--- src/design/gtp_pkg.sv ---
/*
 * Shared constants and types for the general timer block with a cascadable pair.
 * Assumes a 32-bit APB master and a 100 MHz core clock that stands for the oscillator.
 */
package gtp_pkg;

   localparam int NTMR = 3;

   // apb byte offsets
   localparam logic [7:0] OFS_STANDALONE_CTL = 8'h00;
   localparam logic [7:0] OFS_PAIR_LOW_CTL   = 8'h04;
   localparam logic [7:0] OFS_PAIR_HIGH_CTL  = 8'h08;
   localparam logic [7:0] OFS_STANDALONE_PER = 8'h0c;
   localparam logic [7:0] OFS_PAIR_LOW_PER   = 8'h10;
   localparam logic [7:0] OFS_PAIR_HIGH_PER  = 8'h14;
   localparam logic [7:0] OFS_STANDALONE_CNT = 8'h18;
   localparam logic [7:0] OFS_PAIR_LOW_CNT   = 8'h1c;
   localparam logic [7:0] OFS_PAIR_HIGH_CNT  = 8'h20;
   localparam logic [7:0] OFS_IRQ_STATUS     = 8'h24;
   localparam logic [7:0] OFS_IRQ_MASK       = 8'h28;

   // control field positions
   localparam int RUN_BIT       = 15;
   localparam int HALT_IDLE_BIT = 13;
   localparam int GATE_BIT      = 6;
   localparam int PS_HI_BIT     = 5;
   localparam int PS_LO_BIT     = 4;
   localparam int CASCADE_BIT   = 3;
   localparam int SYNC_BIT      = 2;
   localparam int CLKSRC_BIT    = 1;

   // implemented control bits per timer
   localparam logic [15:0] CTL_MASK_STANDALONE = 16'ha076;
   localparam logic [15:0] CTL_MASK_PAIR_LOW   = 16'ha07a;
   localparam logic [15:0] CTL_MASK_PAIR_HIGH  = 16'ha072;

   localparam logic [15:0] CTL_RESET   = 16'h0000;
   localparam logic [15:0] PER_RESET   = 16'hffff;
   localparam logic [15:0] CNT_RESET   = 16'h0000;
   localparam logic [2:0]  IRQ_RESET   = 3'h0;

   // prescaler terminal counts (ratio minus one)
   localparam logic [7:0] PS_LAST_1   = 8'h00;
   localparam logic [7:0] PS_LAST_8   = 8'h07;
   localparam logic [7:0] PS_LAST_64  = 8'h3f;
   localparam logic [7:0] PS_LAST_256 = 8'hff;

   // instruction clock is the core clock divided by this
   localparam int INSTR_DIV = 2;

   // interrupt status bit positions
   localparam int IRQ_STANDALONE = 0;
   localparam int IRQ_PAIR_LOW   = 1;
   localparam int IRQ_PAIR_HIGH  = 2;

   typedef struct packed {
      logic        psel;
      logic        penable;
      logic        pwrite;
      logic [7:0]  paddr;
      logic [31:0] pwdata;
   } gtp_apb_req_type;

endpackage

--- src/design/gtp_timer.sv ---
/*
 * Standalone 16-bit timer plus a pair of 16-bit timers that cascade into one 32-bit
 * timer, with prescaler, gated accumulation, interrupt status/mask and A/D trigger.
 * Assumes APB master on core_clk; timer pins and idle level are synchronous-clean inputs.
 */
// The APB register port and the register offsets are this design's own decisions.
// Notes on behaviour
// run bit (bit 15) starts the timer; clearing it stops the timer.
// halt-in-idle bit set stops the timer while the chip idles.
// gate bit counts internal clock only while gate is high; ignored on external clock.
// prescale field 11=1:256, 10=1:64, 01=1:8, 00=1:1.
// standalone external clock is synchronised when sync bit set; ignored on internal clock.
// clock-source bit set counts external rising edges, clear counts instruction clock.
// control write while running resets the prescale counter.
// standalone flag on period match or gate falling edge during gated accumulation.
// standalone runs as timer, synchronous counter or asynchronous counter.
// pair timers never count asynchronously; their inputs are always synchronised.
// cascade bit in pair low control joins the pair; high control ignored.
// in 32-bit mode the match flag appears on the pair high flag.
// in 32-bit mode high count holds upper word, low count lower word.
// in 32-bit mode compare against high period : low period.
// A/D trigger comes from the 32-bit pair or the pair high timer.
// software sets up everything first and sets the run bit last.
// each prescaled tick increments; on period match count clears and flag sets.
// unimplemented control bits read zero; control clears at reset.
`timescale 1ns/1ps
module gtp_timer
   import gtp_pkg::*;
(
   input  wire logic                     core_clk,    // oscillator-rate clock
   input  wire logic                     rst_b,       // async reset, active low
   input  wire gtp_pkg::gtp_apb_req_type apbReq,      // apb request bundle
   output logic [31:0]                   prdata,      // apb read data
   output logic                          pready,      // apb ready
   output logic                          pslverr,     // apb error, unmapped address
   input  wire logic [2:0]               timerPin,    // clock/gate pins: standalone, low, high
   input  wire logic                     chipIdle,    // chip is in idle
   output logic                          irq,         // level interrupt
   output logic                          adcTrigger   // one-cycle a/d start pulse
);

   logic [15:0] ctlReg [NTMR];
   logic [15:0] perReg [NTMR];
   logic [15:0] cntReg [NTMR];
   logic [7:0]  preReg [NTMR];
   logic [2:0]  pinS1Reg;
   logic [2:0]  pinS2Reg;
   logic [2:0]  pinPrevReg;
   logic [2:0]  statusReg;
   logic [2:0]  maskReg;
   logic [2:0]  statusNext;
   logic        instrPhaseReg;
   logic        preadyReg;
   logic        pslverrReg;
   logic [31:0] prdataReg;
   logic        irqReg;
   logic        adcReg;

   logic [2:0]  pinLevel;
   logic [2:0]  inTick;
   logic [2:0]  preTick;
   logic [2:0]  gateEvt;
   logic [2:0]  match16;
   logic [2:0]  events;
   logic        match32;
   logic        cascade;
   logic        setupPh;
   logic        doWrite;
   logic [31:0] readValue;
   logic        unmapped;
   logic [7:0]  wAddr;

   function automatic logic [7:0] psLast(input logic [1:0] sel);
      // prescale ratio
      unique case (sel)
         2'b00: psLast = PS_LAST_1;
         2'b01: psLast = PS_LAST_8;
         2'b10: psLast = PS_LAST_64;
         2'b11: psLast = PS_LAST_256;
      endcase
   endfunction

   function automatic logic [15:0] ctlMask(input int idx);
      // unimplemented bits
      if (idx == 0) begin
         ctlMask = CTL_MASK_STANDALONE;
      end else if (idx == 1) begin
         ctlMask = CTL_MASK_PAIR_LOW;
      end else begin
         ctlMask = CTL_MASK_PAIR_HIGH;
      end
   endfunction

   // one decode for every per-timer register address
   function automatic logic regHit(input logic [7:0] addr, input logic [7:0] base, input int idx);
      regHit = addr == base + 8'(4 * idx);
   endfunction

   assign prdata     = prdataReg;
   assign pready     = preadyReg;
   assign pslverr    = pslverrReg;
   assign irq        = irqReg;
   assign adcTrigger = adcReg;

   assign setupPh = apbReq.psel & ~apbReq.penable;
   assign doWrite = apbReq.psel & apbReq.penable & apbReq.pwrite & preadyReg;
   assign wAddr   = apbReq.paddr;
   // pair joined by low control
   assign cascade = ctlReg[1][CASCADE_BIT];

   // instruction clock at half the core rate
   always_ff @(posedge core_clk or negedge rst_b) begin
      if (!rst_b) begin
         instrPhaseReg <= 1'b0;
      end else begin
         instrPhaseReg <= ~instrPhaseReg;
      end
   end

   // pin synchronisers and edge history
   always_ff @(posedge core_clk or negedge rst_b) begin
      if (!rst_b) begin
         pinS1Reg   <= 3'h0;
         pinS2Reg   <= 3'h0;
         pinPrevReg <= 3'h0;
      end else begin
         pinS1Reg   <= timerPin;
         pinS2Reg   <= pinS1Reg;
         pinPrevReg <= pinLevel;
      end
   end

   // per-timer tick generation
   always_comb begin
      logic [15:0] c;
      logic        active;
      logic        gated;
      logic        srcTick;
      c       = 16'h0000;
      active  = 1'b0;
      gated   = 1'b0;
      srcTick = 1'b0;
      for (int i = 0; i < NTMR; i++) begin
         c = ctlReg[i];
         // only the standalone may bypass the synchroniser
         if (i == 0 && c[CLKSRC_BIT] && !c[SYNC_BIT]) begin
            pinLevel[i] = timerPin[i];
         end else begin
            pinLevel[i] = pinS2Reg[i];
         end
         // run and idle halt
         active = c[RUN_BIT] & ~(chipIdle & c[HALT_IDLE_BIT]);
         // gate only with internal clock
         gated = ~c[CLKSRC_BIT] & c[GATE_BIT];
         // clock source
         if (c[CLKSRC_BIT]) begin
            srcTick = pinLevel[i] & ~pinPrevReg[i];
         end else begin
            srcTick = instrPhaseReg & (~gated | pinLevel[i]);
         end
         inTick[i]  = active & srcTick;
         preTick[i] = inTick[i] & (preReg[i] == psLast(c[PS_HI_BIT:PS_LO_BIT]));
         gateEvt[i] = active & gated & ~pinLevel[i] & pinPrevReg[i];
         match16[i] = cntReg[i] == perReg[i];
      end
      // high timer's own controls ignored when joined
      if (cascade) begin
         inTick[2]  = 1'b0;
         preTick[2] = 1'b0;
         gateEvt[2] = 1'b0;
      end
   end

   // R14 32-bit period compare
   assign match32 = {cntReg[2], cntReg[1]} == {perReg[2], perReg[1]};

   // interrupt events
   always_comb begin
      // standalone match or gate fall
      events[IRQ_STANDALONE] = (preTick[0] & match16[0]) | gateEvt[0];
      // joined pair reports on the high flag
      if (cascade) begin
         events[IRQ_PAIR_LOW]  = 1'b0;
         events[IRQ_PAIR_HIGH] = (preTick[1] & match32) | gateEvt[1];
      end else begin
         events[IRQ_PAIR_LOW]  = (preTick[1] & match16[1]) | gateEvt[1];
         events[IRQ_PAIR_HIGH] = (preTick[2] & match16[2]) | gateEvt[2];
      end
   end

   // prescale counters
   always_ff @(posedge core_clk or negedge rst_b) begin
      if (!rst_b) begin
         for (int i = 0; i < NTMR; i++) begin
            preReg[i] <= 8'h00;
         end
      end else begin
         for (int i = 0; i < NTMR; i++) begin
            // control write while running clears prescaler
            if (doWrite && regHit(wAddr, OFS_STANDALONE_CTL, i) && ctlReg[i][RUN_BIT]) begin
               preReg[i] <= 8'h00;
            end else if (preTick[i]) begin
               preReg[i] <= 8'h00;
            end else if (inTick[i]) begin
               preReg[i] <= preReg[i] + 8'h01;
            end
         end
      end
   end

   // control and period registers
   always_ff @(posedge core_clk or negedge rst_b) begin
      if (!rst_b) begin
         for (int i = 0; i < NTMR; i++) begin
            // control clears at reset
            ctlReg[i] <= CTL_RESET;
            perReg[i] <= PER_RESET;
         end
      end else if (doWrite) begin
         for (int i = 0; i < NTMR; i++) begin
            if (regHit(wAddr, OFS_STANDALONE_CTL, i)) begin
               // unimplemented bits held at zero
               ctlReg[i] <= apbReq.pwdata[15:0] & ctlMask(i);
            end
            if (regHit(wAddr, OFS_STANDALONE_PER, i)) begin
               perReg[i] <= apbReq.pwdata[15:0];
            end
         end
      end
   end

   // count registers
   always_ff @(posedge core_clk or negedge rst_b) begin
      if (!rst_b) begin
         for (int i = 0; i < NTMR; i++) begin
            cntReg[i] <= CNT_RESET;
         end
      end else begin
         for (int i = 0; i < NTMR; i++) begin
            // software load has priority over a same-cycle tick
            if (doWrite && regHit(wAddr, OFS_STANDALONE_CNT, i)) begin
               cntReg[i] <= apbReq.pwdata[15:0];
            end else if (cascade && i != 0) begin
               // joined count, low word carries into high
               if (preTick[1]) begin
                  if (match32) begin
                     cntReg[i] <= CNT_RESET;
                  end else if (i == 1) begin
                     cntReg[i] <= cntReg[i] + 16'h0001;
                  end else if (cntReg[1] == 16'hffff) begin
                     cntReg[i] <= cntReg[i] + 16'h0001;
                  end
               end
            end else if (preTick[i]) begin
               // increment and clear on match
               if (match16[i]) begin
                  cntReg[i] <= CNT_RESET;
               end else begin
                  cntReg[i] <= cntReg[i] + 16'h0001;
               end
            end
         end
      end
   end

   // sticky status: a same-cycle event beats the write-one clear
   always_comb begin
      statusNext = statusReg;
      if (doWrite && wAddr == OFS_IRQ_STATUS) begin
         statusNext = statusReg & ~apbReq.pwdata[2:0];
      end
      statusNext = statusNext | events;
   end

   always_ff @(posedge core_clk or negedge rst_b) begin
      if (!rst_b) begin
         statusReg <= IRQ_RESET;
         maskReg   <= IRQ_RESET;
         irqReg    <= 1'b0;
      end else begin
         statusReg <= statusNext;
         if (doWrite && wAddr == OFS_IRQ_MASK) begin
            maskReg <= apbReq.pwdata[2:0];
         end
         irqReg <= |(statusNext & (doWrite && wAddr == OFS_IRQ_MASK ? apbReq.pwdata[2:0] : maskReg));
      end
   end

   // a/d trigger on the 32-bit pair match when joined, else on the pair high timer's period match
   always_ff @(posedge core_clk or negedge rst_b) begin
      if (!rst_b) begin
         adcReg <= 1'b0;
      end else if (cascade) begin
         adcReg <= preTick[1] & match32;
      end else begin
         adcReg <= preTick[2] & match16[2];
      end
   end

   // read mux
   always_comb begin
      readValue = 32'h0000_0000;
      unmapped  = 1'b0;
      unique case (wAddr)
         OFS_STANDALONE_CTL: readValue = {16'h0000, ctlReg[0]};
         OFS_PAIR_LOW_CTL:   readValue = {16'h0000, ctlReg[1]};
         OFS_PAIR_HIGH_CTL:  readValue = {16'h0000, ctlReg[2]};
         OFS_STANDALONE_PER: readValue = {16'h0000, perReg[0]};
         OFS_PAIR_LOW_PER:   readValue = {16'h0000, perReg[1]};
         OFS_PAIR_HIGH_PER:  readValue = {16'h0000, perReg[2]};
         OFS_STANDALONE_CNT: readValue = {16'h0000, cntReg[0]};
         OFS_PAIR_LOW_CNT:   readValue = {16'h0000, cntReg[1]};
         OFS_PAIR_HIGH_CNT:  readValue = {16'h0000, cntReg[2]};
         OFS_IRQ_STATUS:     readValue = {29'h0, statusReg};
         OFS_IRQ_MASK:       readValue = {29'h0, maskReg};
         default:            unmapped  = 1'b1;
      endcase
   end

   // apb slave: read data captured in setup, write done in the access cycle, one access cycle, no waits
   always_ff @(posedge core_clk or negedge rst_b) begin
      if (!rst_b) begin
         preadyReg  <= 1'b0;
         pslverrReg <= 1'b0;
         prdataReg  <= 32'h0000_0000;
      end else begin
         preadyReg  <= setupPh;
         pslverrReg <= setupPh & unmapped;
         if (setupPh && !apbReq.pwrite) begin
            prdataReg <= readValue;
         end else if (!setupPh) begin
            prdataReg <= 32'h0000_0000;
         end
      end
   end

endmodule

--- config.mk ---
export PLATFORM = sky130hd
export DESIGN_NAME = gtp_timer
export DESIGN_NICKNAME = d
export VERILOG_FILES = /design/src/design/gtp_pkg.sv /design/src/design/gtp_timer.sv
export SDC_FILE = /design/constraint.sdc
export NUM_CORES = 1
export LEC_CHECK = 0
export ABC_AREA = 1
export BUFFER_PORTS_ARGS = -buffer_cell sky130_fd_sc_hd__buf_4
export CELL_PAD_IN_SITES_DETAIL_PLACEMENT = 0
export CELL_PAD_IN_SITES_GLOBAL_PLACEMENT = 1
export CORE_MARGIN = 4
export CORE_UTILIZATION = 40
export DETAILED_ROUTE_END_ITERATION = 6
export PLACE_DENSITY_LB_ADDON = 0.25
export SKIP_LAST_GASP = 1
export SLEW_MARGIN = 15
export SYNTH_ARGS = -nofsm -noshare
export SYNTH_HDL_FRONTEND = slang
export SYNTH_SLANG_ARGS = --single-unit
--- constraint.sdc ---
create_clock -name core_clk -period 1.75 [get_ports core_clk]
set_clock_uncertainty 0.1 [all_clocks]
set_input_delay 0.35 -clock core_clk [delete_from_list [all_inputs] [get_ports core_clk]]
set_output_delay 0.35 -clock core_clk [all_outputs]
set_load 0.005 [all_outputs]
==> key figures, run 1 <==
Synth
  • Post-Synth XOR/XNOR Area: approximately 5.4%
  • Synth top area cells: dfrtp_1 (29%), nand2_1 (17%), dfstp_2 (12%)
  • Most common cell in the netlist: nand2_1
  • Post-synth ARST share: 100%
  • Syn Inst Count: ~1,500
  • Netlist cell types: 42
  • Post-Synth Simple-Gate Area: ~33%
  • Avg Cell Area, Syn: about 7 sq um
  • Commonest cells post-synth: nand2_1 (493), inv_1 (163), dfrtp_1 (128), nand3_1 (119), o21ai_0 (112)
  • Post-Synth Adder-Cell Area: 0.687%
  • Mapped Area: 10,900 sq um
  • Number of synthesized flops with an enable pin: 0
  • Multiplexer share of the synthesized area: 0%
  • Largest family of logic cells by synthesized area: simple AND/OR/NAND/NOR gates
  • Number of synthesized register bits: ~180
  • Post-synthesis sequential area ratio: approximately two fifths
  • Synth Warn #: 0
  • Yosys top cell area share: between 20% and 30%
  • Primary FF master, synth: dfrtp_1
  • Largest area contributor in the netlist: dfrtp_1
  • Compound-cell area share of the yosys netlist: a little over a tenth

STA
  • Setup-failing EPs final: 58
  • Slew headroom: approximately two thirds
  • Final Max Slew Viols: 0
  • Post-route clock period utilization: 117%
  • Final Critical Period: 2.05 ns
  • Final hold violations: 0
  • Worst Tran Pin Value: around 0.50 ns
  • Final setup margin: -0.301 ns
  • RSZ-0062 raised after global routing: yes
  • Highest Clock Rate: 0.488 GHz

Floorplanning
  • Die W: roughly 170 um
  • Die area: approximately 30,000 sq um
  • Core area: 27,000 sq um
  • Io pins: between 80 and 90
  • Die height: about 170 um
  • Site Rows: 60
  • Initial Util: around 41%

Critical path
  • Delay-heaviest family, CP: simple AND/OR/NAND/NOR gates
  • WP data required: between 2 and 2.5 ns
  • Setup crit end kind: flop
  • Max incr delay on CP: approximately 0.38 ns
  • Largest fanout on the critical path: 8
  • Critical Path, Cell by Cell: ha_2 > nand3_2 > or2_4 > nor3_4 > nor2_2 > nand3_4 > nand2_4 > nor2_4 > clkbuf_16 > nand2_1 > nand2_1
  • Crit path DAT: ~2.3 ns
  • Critical path class: flop to flop
  • Worst Setup Start Kind: flop
  • Slowest library cell on the worst path: dfrtp_1
  • CP bufs+invs: 1
  • Most frequent CP cell: nand2_1

Route
  • First drt pass iteration count: 7
  • WL per Instance: about 18 um
  • Vias per cell: ~5.2
  • Vias: around 12,000
  • Iter 0 DRT Violations: just over 1,000
  • Antenna viol nets, final: 0
  • DRC: 2
  • Final WL: around 40 mm

GRT
  • Global-route wire length before repair: 60.5 mm
  • Busiest grt layer: met2
  • Initial antenna violation count: 0
  • Routing usage on met3: under 10%
  • Global route overflow: 0
  • Vias in the first global route: between 10,000 and 15,000
  • GRT met2 Usage: 39.6%
  • Total GRT Usage: 25.5%
  • Largest net degree at the start of global routing: slightly above 50
  • GR Util met1: a little under two fifths

Power and ir drop
  • Leakage power: between 0.007 and 0.008 uW
  • PwrDens: approximately 600 nW/um^2
  • Power, Total: about 9400 uW
  • Largest vdd supply drop: 0.581 mV

CTS
  • Num CTS Buffers: 17
  • Clock Sinks: 176
  • H-tree levels: 4
  • Longest Clk Path Bufs: 2
  • Clock-pin transition on the worst setup and hold timing paths: approximately 0.08 ns
  • CTS tree: yes
  • Skew-Pair Late Insertion Delay: roughly 0.44 ns
  • Root buffer cell: clkbuf_16

Run status
  • Failing checks: DRC, setup timing
  • Outcome: finished with violations

Placement
  • GP Congestion: roughly 0.95
  • Detailed placement HPWL: 29.1 mm
  • Place WS: -0.439 ns
  • IO buf count: 52

Run
  • MaxCap Viol Count: 0

Final layout
  • Layout cells sized above 1: between 30% and 40%
  • # diodes: 0
  • NumNets Final: roughly 2,000
  • Area delta synth->final: 43.5%

Hold path
  • Hold Path Class: primary input to flop
==> layer usage <==
metal / part of all wire (%) / wire (um)
met1: 46 / 18300
met5: 0 / 0
met2: 46 / 18200
met4: 1.9 / 736
met3: 5.7 / 2260
==> sequential cells by signal, summed over array words and instances, names as in the netlist <==
| name | flops |
|---|---|
| maskReg | 3 |
| preReg | 24 |
| pinS2Reg | 3 |
| instrPhaseReg | 1 |
| pslverr | 1 |
| pinPrevReg | 3 |
| perReg | 48 |
| cascade | 1 |
| adcTrigger | 1 |
| cntReg | 48 |
| pinS1Reg | 3 |
| prdata | 16 |
| statusReg | 3 |
| ctlReg | 19 |
| pready | 1 |
| irq | 1 |
==> area by class of cell <==
type                       count  area [sq um]
tap                          341           427
fill                        2482         11300
inverter                     176           668
clock buffer                  18           429
timing repair buffer         398          3280
clock inverter                14           176
multi-input combinational   1130          6250
sequential                   176          4470
==> tightest hold or removal path, cell delays in order <==
cell     delay (ns)
buf_4          0.10
nand2_1        0.05
nand3_1        0.06
==> cell usage in the layout, fill, tap and decap left out, types with 18 or more instances in the layout <==
cell type / netlist / layout
a21oi_1: 37 / 30
buf_4: 18 / 359
clkbuf_16: 0 / 19
dfrtp_1: 128 / 124
dfstp_2: 48 / 48
inv_1: 163 / 150
inv_2: 12 / 22
nand2_1: 493 / 436
nand2_2: 8 / 54
nand3_1: 119 / 99
nand3_2: 2 / 18
nand4_1: 46 / 46
nor2_1: 94 / 69
nor2_2: 9 / 22
o21ai_0: 112 / 100
o21ai_1: 14 / 22
o22ai_1: 26 / 21
xnor2_1: 29 / 22
xor2_1: 38 / 37
==> final timing paths <==
check                      cells after the start     endpoint  slack (ns)         from
setup / recovery                              11   cntReg[13]       -0.30   cntReg[16]
setup reg to reg                              11   cntReg[13]       -0.30   cntReg[16]
hold reg to reg                                0  pinS2Reg[1]        0.25  pinS1Reg[1]
max in group asynchronous                      3   perReg[41]        0.65        rst_b
hold / removal                                 3   cntReg[27]        0.05   apbReq[11]
min in group asynchronous                      2    preReg[8]        0.27        rst_b
==> timing repair <==
item / 4_1_cts / 5_1_grt
hold buffers: 5 / 0
buffers inserted: 7 / 17
gates resized for setup: 78 / 140
gates cloned: 0 / 3
endpoints found under the hold margin: 24 / 0
setup endpoints to repair: 75 / 85
pin swaps: 30 / 76
==> logic make-up after synthesis <==
kind of cell | Yosys count
buffers and inverters | 244
adder cells (fa/ha/maj) | 6
other | 1
XOR/XNOR | 67
flip-flops | 176
AND/OR/NAND/NOR | 828
AO/OA/AOI/OAI | 212
==> power breakdown <==
part | internal, uW | switching, uW | leakage, uW
Combinational | 434 | 626 | 0.00535
Clock | 2170 | 1920 | 0.000292
Sequential | 4170 | 98.7 | 0.00213
Total | 6770 | 2640 | 0.00777
==> per-stage QoR <==
stage          util (%)  cells  hold WS [ns]  area, sq um  TNS (ns)
2_1_floorplan         -   1549       -0.0456        11100     -1.38
3_5_place_dp       52.2   2192         0.169        14100    -38.42
4_1_cts            55.8   2235        0.0447        15000     -8.72
3_3_place_gp       52.2   2192         0.170        14100    -38.39
5_1_grt            58.2   2253        0.0584        15700    -16.78
6_report           58.2   2253        0.0517        15700    -10.05
No activity file was read; power rests on OpenSTA's default activity.
==> run 2, diff against run 1 <==
--- a/config.mk
+++ b/config.mk
@@ -10,7 +10,7 @@
 export CELL_PAD_IN_SITES_DETAIL_PLACEMENT = 0
 export CELL_PAD_IN_SITES_GLOBAL_PLACEMENT = 1
 export CORE_MARGIN = 4
-export CORE_UTILIZATION = 40
+export CORE_UTILIZATION = 48
 export DETAILED_ROUTE_END_ITERATION = 6
 export PLACE_DENSITY_LB_ADDON = 0.25
 export SKIP_LAST_GASP = 1
==> constraint.sdc (replaced) <==
create_clock -name core_clk -period 2.45 [get_ports core_clk]
set_clock_uncertainty 0.1 [all_clocks]
set_input_delay 0.49 -clock core_clk [delete_from_list [all_inputs] [get_ports core_clk]]
set_output_delay 0.49 -clock core_clk [all_outputs]
set_load 0.005 [all_outputs]
==> run 2 against run 1 <==
The flow now finishes without violations. Setup slack better by 0.48 ns. First-iteration DRC count is 2.1% higher. Power is 33% lower. Worst hold slack better by 0.0017 ns. Clock power is 33% lower. Via count is 10% lower. Critical path depth stayed put. Largest power group unchanged.
==> key figures, run 2 (synthesis results as in run 1) <==
Critical path
  • WP data required: 2.73 ns (+0.70 ns)
  • Slowest library cell on the worst path: dfrtp_1
  • Max incr delay on CP: 0.45 ns (+0.07 ns)
  • Setup crit end kind: flop
  • Critical Path, Cell by Cell: ha_1 > nand3_1 > or2_2 > nor3_1 > nor2_1 > nand3_2 > nand2_2 > nor2_4 > buf_12 > nand2_1 > nand2_1
  • Crit path DAT: 2.55 ns (+0.22 ns)
  • Largest fanout on the critical path: 16 (+8)
  • Crit path from: cntReg[16]
  • Reg2Reg Launch Point: cntReg[16]
  • Most frequent CP cell: nand2_1
  • Worst Setup Start Kind: flop
  • Critical path class: flop to flop

Hold path
  • Hold Path Class: primary input to flop
  • Min-Delay Startpoint: timerPin[1]

Placement
  • Place WS: 0.193 ns (+0.632 ns)
  • Detailed placement HPWL: 25.8 mm (-11%)
  • IO buf count: 52 (unchanged)
  • GP Congestion: 0.969 (+2.3%)
  • Inst Count DP: 1,871 (-15%)

STA
  • Post-route clock period utilization: 92.7% (-25 points)
  • Highest Clock Rate: 0.440 GHz (-9.7%)
  • Final setup margin: 0.179 ns (+0.480 ns)
  • RSZ-0062 raised after global routing: no
  • Fin Setup TNS: 0 ns (+10.05 ns)
  • Slew headroom: 62.8% (-3.9 points)
  • Worst Tran Pin Value: 0.558 ns (+0.0630 ns)
  • Final hold violations: 0 (unchanged)
  • Setup-failing EPs final: 0 (-100%)
  • Final Max Slew Viols: 0 (unchanged)
  • Final Critical Period: 2.27 ns (+0.220 ns)

Final layout
  • Commonest cells after routing, fill and taps aside: nand2_1 (493), inv_1 (163), dfrtp_1 (128), nand3_1 (119), o21ai_0 (112)
  • Area delta synth->final: 14.2%
  • # diodes: 0 (unchanged)
  • NumNets Final: 1,666 (-15%)
  • Layout cells sized above 1: 14.5% (-21 points)
  • Layout Cells excl Fill: 1,904 (-15%)
  • Final Util: 56.5% (-1.7 points)
  • Most common cell after layout, fill and taps aside: nand2_1
  • Leading registers by flop count: cntReg: 48 flops, perReg: 48 flops, preReg: 24 flops

CTS
  • Num CTS Buffers: 17 (unchanged)
  • H-tree levels: 4 (unchanged)
  • Skew-Pair Late Insertion Delay: 0.44 ns (about the same)
  • Clock Sinks: 176 (unchanged)
  • Clock-pin transition on the worst setup and hold timing paths: 0.08 ns (about the same)
  • Root buffer cell: clkbuf_16
  • Longest Clk Path Bufs: 2 (unchanged)
  • Post-CTS setup buffers: 0 (-7)
  • CTS tree: yes

Power and ir drop
  • Largest vdd supply drop: 0.349 mV (-40%)
  • PwrDens: 505 nW/um^2 (-16%)
  • Leakage power: 0.00604 uW (-22%)
  • Power, Total: 6310 uW (-33%)

Route
  • Vias: 10,400 (-10%)
  • WL per Instance: 17.8 um (+1.4%)
  • DRC: 0 (-2)
  • Antenna viol nets, final: 0 (unchanged)
  • Final WL: 33.9 mm (-14%)
  • First drt pass iteration count: 5 (-2)
  • Vias per cell: 5.47 (+6.2%)
  • Iter 0 DRT Violations: 1,036 (+2.1%)

GRT
  • Global route overflow: 0 (unchanged)
  • Global-route wire length before repair: 54.7 mm (-9.7%)
  • Vias in the first global route: 9,932 (-9.4%)
  • Initial antenna violation count: 0 (unchanged)
  • Total GRT Usage: 27.0% (+1.5 points)
  • Largest net degree at the start of global routing: 64 (+25%)

Floorplanning
  • Die area: 25,300 sq um (-16%)
  • Die height: 159 um (-8.3%)
  • Core area: 22,100 sq um (-18%)
  • Io pins: 85 (unchanged)
  • Initial Util: 49.5% (+8.9 points)
  • Site Rows: 54 (-10%)
  • Die W: 159 um (-8.3%)

Run status
  • Outcome: finished clean

Run
  • MaxCap Viol Count: 0 (unchanged)
run 2: changes by cell type in the layout (fill, tap and decap cells not counted), moves of 13 or more:
cell,previous run,this run
nor3_1,16,29
nor2_1,69,94
buf_6,16,0
nand3_2,18,2
nand2_2,54,8
buf_4,359,103
nor2_2,22,9
inv_1,150,163
nand3_1,99,119
nand2_1,436,493
run 2: final cells by class:
type,count,area (sq um)
flip-flops and latches,176,4460
well taps,280,350
multi-input cells,1129,5520
inverters,176,661
repair buffers,111,917
clock buffers,18,439
clock inverters,14,136
fillers,2122,9600
run 2: timing repair:
item / 4_1_cts / 5_1_grt
setup endpoints to repair: 0 / 0
hold buffers: 1 / 0
endpoints found under the hold margin: 41 / 0
gates resized for setup: 0 / 0
run 2: metrics by stage:
stage	area (sq um)	hold slack [ns]
3_3_place_gp	11900	0.234
3_5_place_dp	11900	0.242
5_1_grt	12500	0.0373
2_1_floorplan	11000	0.0944
4_1_cts	12500	0.0397
6_report	12500	0.0534
run 2: metal layers:
metal	wire (um)	track usage [%]	vias to the layer above
li1	-	-	5085
met1	15800	40.5	4944
met2	15200	41.4	364
met3	2410	4.50	30
met4	529	5.64	0
met5	0	0	-
run 2: critical path: cells and delay by family (launching register included):
kind | cells | cell delay, ns
and+or+nand+nor | 9 | 1.30
adders and majority gates | 1 | 0.22
buffers and inverters | 1 | 0.15
DFF | 1 | 0.45
run 2: path summary, 6_finish.rpt:
| kind | endpoint | slack, ns | cells past startpoint |
|---|---|---|---|
| min in group asynchronous | preReg[6] | 0.50 | 2 |
| hold reg to reg | pinS2Reg[0] | 0.25 | 0 |
| setup / recovery | cntReg[12] | 0.18 | 11 |
| hold / removal | pinS1Reg[1] | 0.05 | 1 |
| max in group asynchronous | perReg[31] | 1.04 | 3 |
| setup reg to reg | cntReg[12] | 0.18 | 11 |
run 2: power breakdown:
group / internal [uW] / leakage [uW] / switching, uW
logic: 166 / 0.00362 / 347
clock network: 1380 / 0.000282 / 1350
registers: 2980 / 0.00214 / 84.2
==> run 3, diff against run 2 <==
--- a/config.mk
+++ b/config.mk
@@ -13,6 +13,7 @@
 export CORE_UTILIZATION = 48
 export DETAILED_ROUTE_END_ITERATION = 6
 export PLACE_DENSITY_LB_ADDON = 0.25
+export RECOVER_POWER = 25
 export SKIP_LAST_GASP = 1
 export SLEW_MARGIN = 15
 export SYNTH_ARGS = -nofsm -noshare
==> run 3 against run 2 <==
Flip-flop and latch count unchanged. Worst hold slack improved by 0.021 ns. Critical path type unchanged. Critical endpoint is now cntReg[6]. Via count increased by 0.62%. Wire length increased by 0.32%. Sequential power about the same. Fmax decreased by 0.18%. Power about the same. Die area unchanged. Highest routed layer unchanged. Global-route usage unchanged. Clock power about the same. The flow now finishes with violations (capacitance limit, slew limit). Utilization decreased by 0.11 points.
==> key figures, run 3 (synthesis results as in run 1) <==
GRT
  • Global route overflow: 0 (unchanged)
  • Largest net degree at the start of global routing: 64 (unchanged)
  • Total GRT Usage: 27.0% (unchanged)
  • Initial antenna violation count: 0 (unchanged)
  • Global-route wire length before repair: 54.7 mm (unchanged)
  • Vias in the first global route: 9,932 (unchanged)

CTS
  • Post-CTS Hold Fix Bufs: 1 (unchanged)
  • Root buffer cell: clkbuf_16
  • Clock-pin transition on the worst setup and hold timing paths: 0.08 ns (about the same)
  • Post-CTS setup buffers: 0 (unchanged)
  • Clock Sinks: 176 (unchanged)
  • Num CTS Buffers: 17 (unchanged)
  • Longest Clk Path Bufs: 2 (unchanged)
  • Skew-Pair Late Insertion Delay: 0.44 ns (about the same)
  • CTS tree: yes
  • # resized after CTS: 0 (unchanged)
  • H-tree levels: 4 (unchanged)

STA
  • Final Max Slew Viols: 62 (+62)
  • Post-route clock period utilization: 92.9% (+0.17 points)
  • Worst Tran Pin Value: 1.52 ns (+0.964 ns)
  • Final Critical Period: 2.28 ns (+0.00413 ns)
  • Final hold violations: 0 (unchanged)
  • Highest Clock Rate: 0.439 GHz (-0.18%)
  • Setup-failing EPs final: 0 (unchanged)
  • Fin Setup TNS: 0 ns (unchanged)
  • Slew headroom: -1.49% (-64 points)
  • RSZ-0062 raised after global routing: no

Placement
  • IO buf count: 52 (unchanged)
  • Detailed placement HPWL: 25.8 mm (unchanged)
  • GP Congestion: 0.969 (unchanged)

Run status
  • Failing checks: capacitance limit, slew limit
  • Outcome: finished with violations

Power and ir drop
  • PwrDens: 507 nW/um^2 (+0.28%)
  • Largest vdd supply drop: 0.347 mV (-0.40%)
  • Power, Total: 6310 uW (about the same)
  • Leakage power: 0.00602 uW (-0.24%)

Critical path
  • WP data required: 2.72 ns (about the same)
  • Most frequent CP cell: nand2_1
  • Critical Path, Cell by Cell: ha_1 > nand3_1 > or2_2 > nor3_1 > nor2_1 > nand3_2 > nand2_2 > nor2_4 > buf_12 > nand2_1 > nand2_1
  • Critical path class: flop to flop
  • Crit path DAT: 2.55 ns (about the same)
  • Largest fanout on the critical path: 16 (unchanged)
  • Worst Setup Start Kind: flop
  • CP bufs+invs: 1 (unchanged)
  • Delay-heaviest family, CP: simple AND/OR/NAND/NOR gates
  • Setup crit end kind: flop
  • Reg2Reg Launch Point: cntReg[16]
  • Slowest library cell on the worst path: dfrtp_1
  • Crit path from: cntReg[16]
  • Max incr delay on CP: 0.45 ns (about the same)

Route
  • WL per Instance: 17.9 um (+0.32%)
  • Iter 0 DRT Violations: 1,078 (+4.1%)
  • First drt pass iteration count: 5 (unchanged)
  • Final WL: 34.0 mm (+0.32%)
  • Antenna viol nets, final: 0 (unchanged)
  • DRC: 0 (unchanged)
  • Vias per cell: 5.51 (+0.62%)
  • Vias: 10,500 (+0.62%)

Final layout
  • Layout cells sized above 1: 14.4% (-0.12 points)
  • Area delta synth->final: 14.0%
  • Commonest cells after routing, fill and taps aside: nand2_1 (493), inv_1 (163), dfrtp_1 (128), nand3_1 (119), o21ai_0 (112)
  • Most common cell after layout, fill and taps aside: nand2_1
  • Leading registers by flop count: cntReg: 48 flops, perReg: 48 flops, preReg: 24 flops
  • NumNets Final: 1,666 (unchanged)
  • # diodes: 0 (unchanged)
  • Final Util: 56.4% (-0.11 points)

Floorplanning
  • Site Rows: 54 (unchanged)
  • Die area: 25,300 sq um (unchanged)
  • Die height: 159 um (unchanged)
  • Io pins: 85 (unchanged)
  • Die W: 159 um (unchanged)
  • Core area: 22,100 sq um (unchanged)
  • Initial Util: 49.5% (unchanged)

Hold path
  • Min-Delay Startpoint: timerPin[1]
  • Hold Path Class: primary input to flop

Run
  • MaxCap Viol Count: 1 (+1)
[run 3: cell count changes in the layout (fill, tap and decap cells not counted), sizes merged]
cell    previous run  this run
buf              109       106
clkbuf            19        22
[run 3: layout make-up]
type                    instances  area, sq um
clock buffers                  18          439
clock inverters                14          136
fillers                      2126         9630
inverters                     176          661
multi-input cells            1129         5520
flip-flops and latches        176         4460
well taps                     280          350
repair buffers                111          892
[run 3: where the power goes]
group          leakage, uW  total, uW  internal, uW  switching [uW]
Clock             0.000282       2750          1380            1360
Combinational      0.00360        510           162             348
Sequential         0.00214       3060          2980            84.0
Total              0.00602       6310          4520            1790
[run 3: worst paths after layout]
path	to	slack [ns]	cells after the start
setup reg to reg	cntReg[6]	0.17	11
hold / removal	pinS1Reg[1]	0.07	1
hold reg to reg	pinS2Reg[0]	0.26	0
max in group asynchronous	perReg[23]	0.34	3
setup / recovery	cntReg[6]	0.17	11
min in group asynchronous	preReg[6]	0.86	2
[run 3: metal layers]
layer / track usage (%) / share of wire [%] / up-vias
met3: 4.50 / 7.8 / 29
met4: 5.64 / 1.5 / 0
met2: 41.4 / 44 / 424
li1: - / - / 5085
met5: 0 / 0 / -
met1: 40.5 / 46 / 4950
[run 3: per-stage QoR]
stage          hold slack, ns  setup slack, ns  cell area [sq um]  instances
6_report               0.0745            0.175              12500       1904
5_1_grt                0.0594           0.0170              12500       1904
4_1_cts                0.0397            0.195              12500       1904
3_5_place_dp            0.242            0.193              11900       1871
3_3_place_gp            0.234            0.205              11900       1871
2_1_floorplan          0.0944            0.463              11000       1549
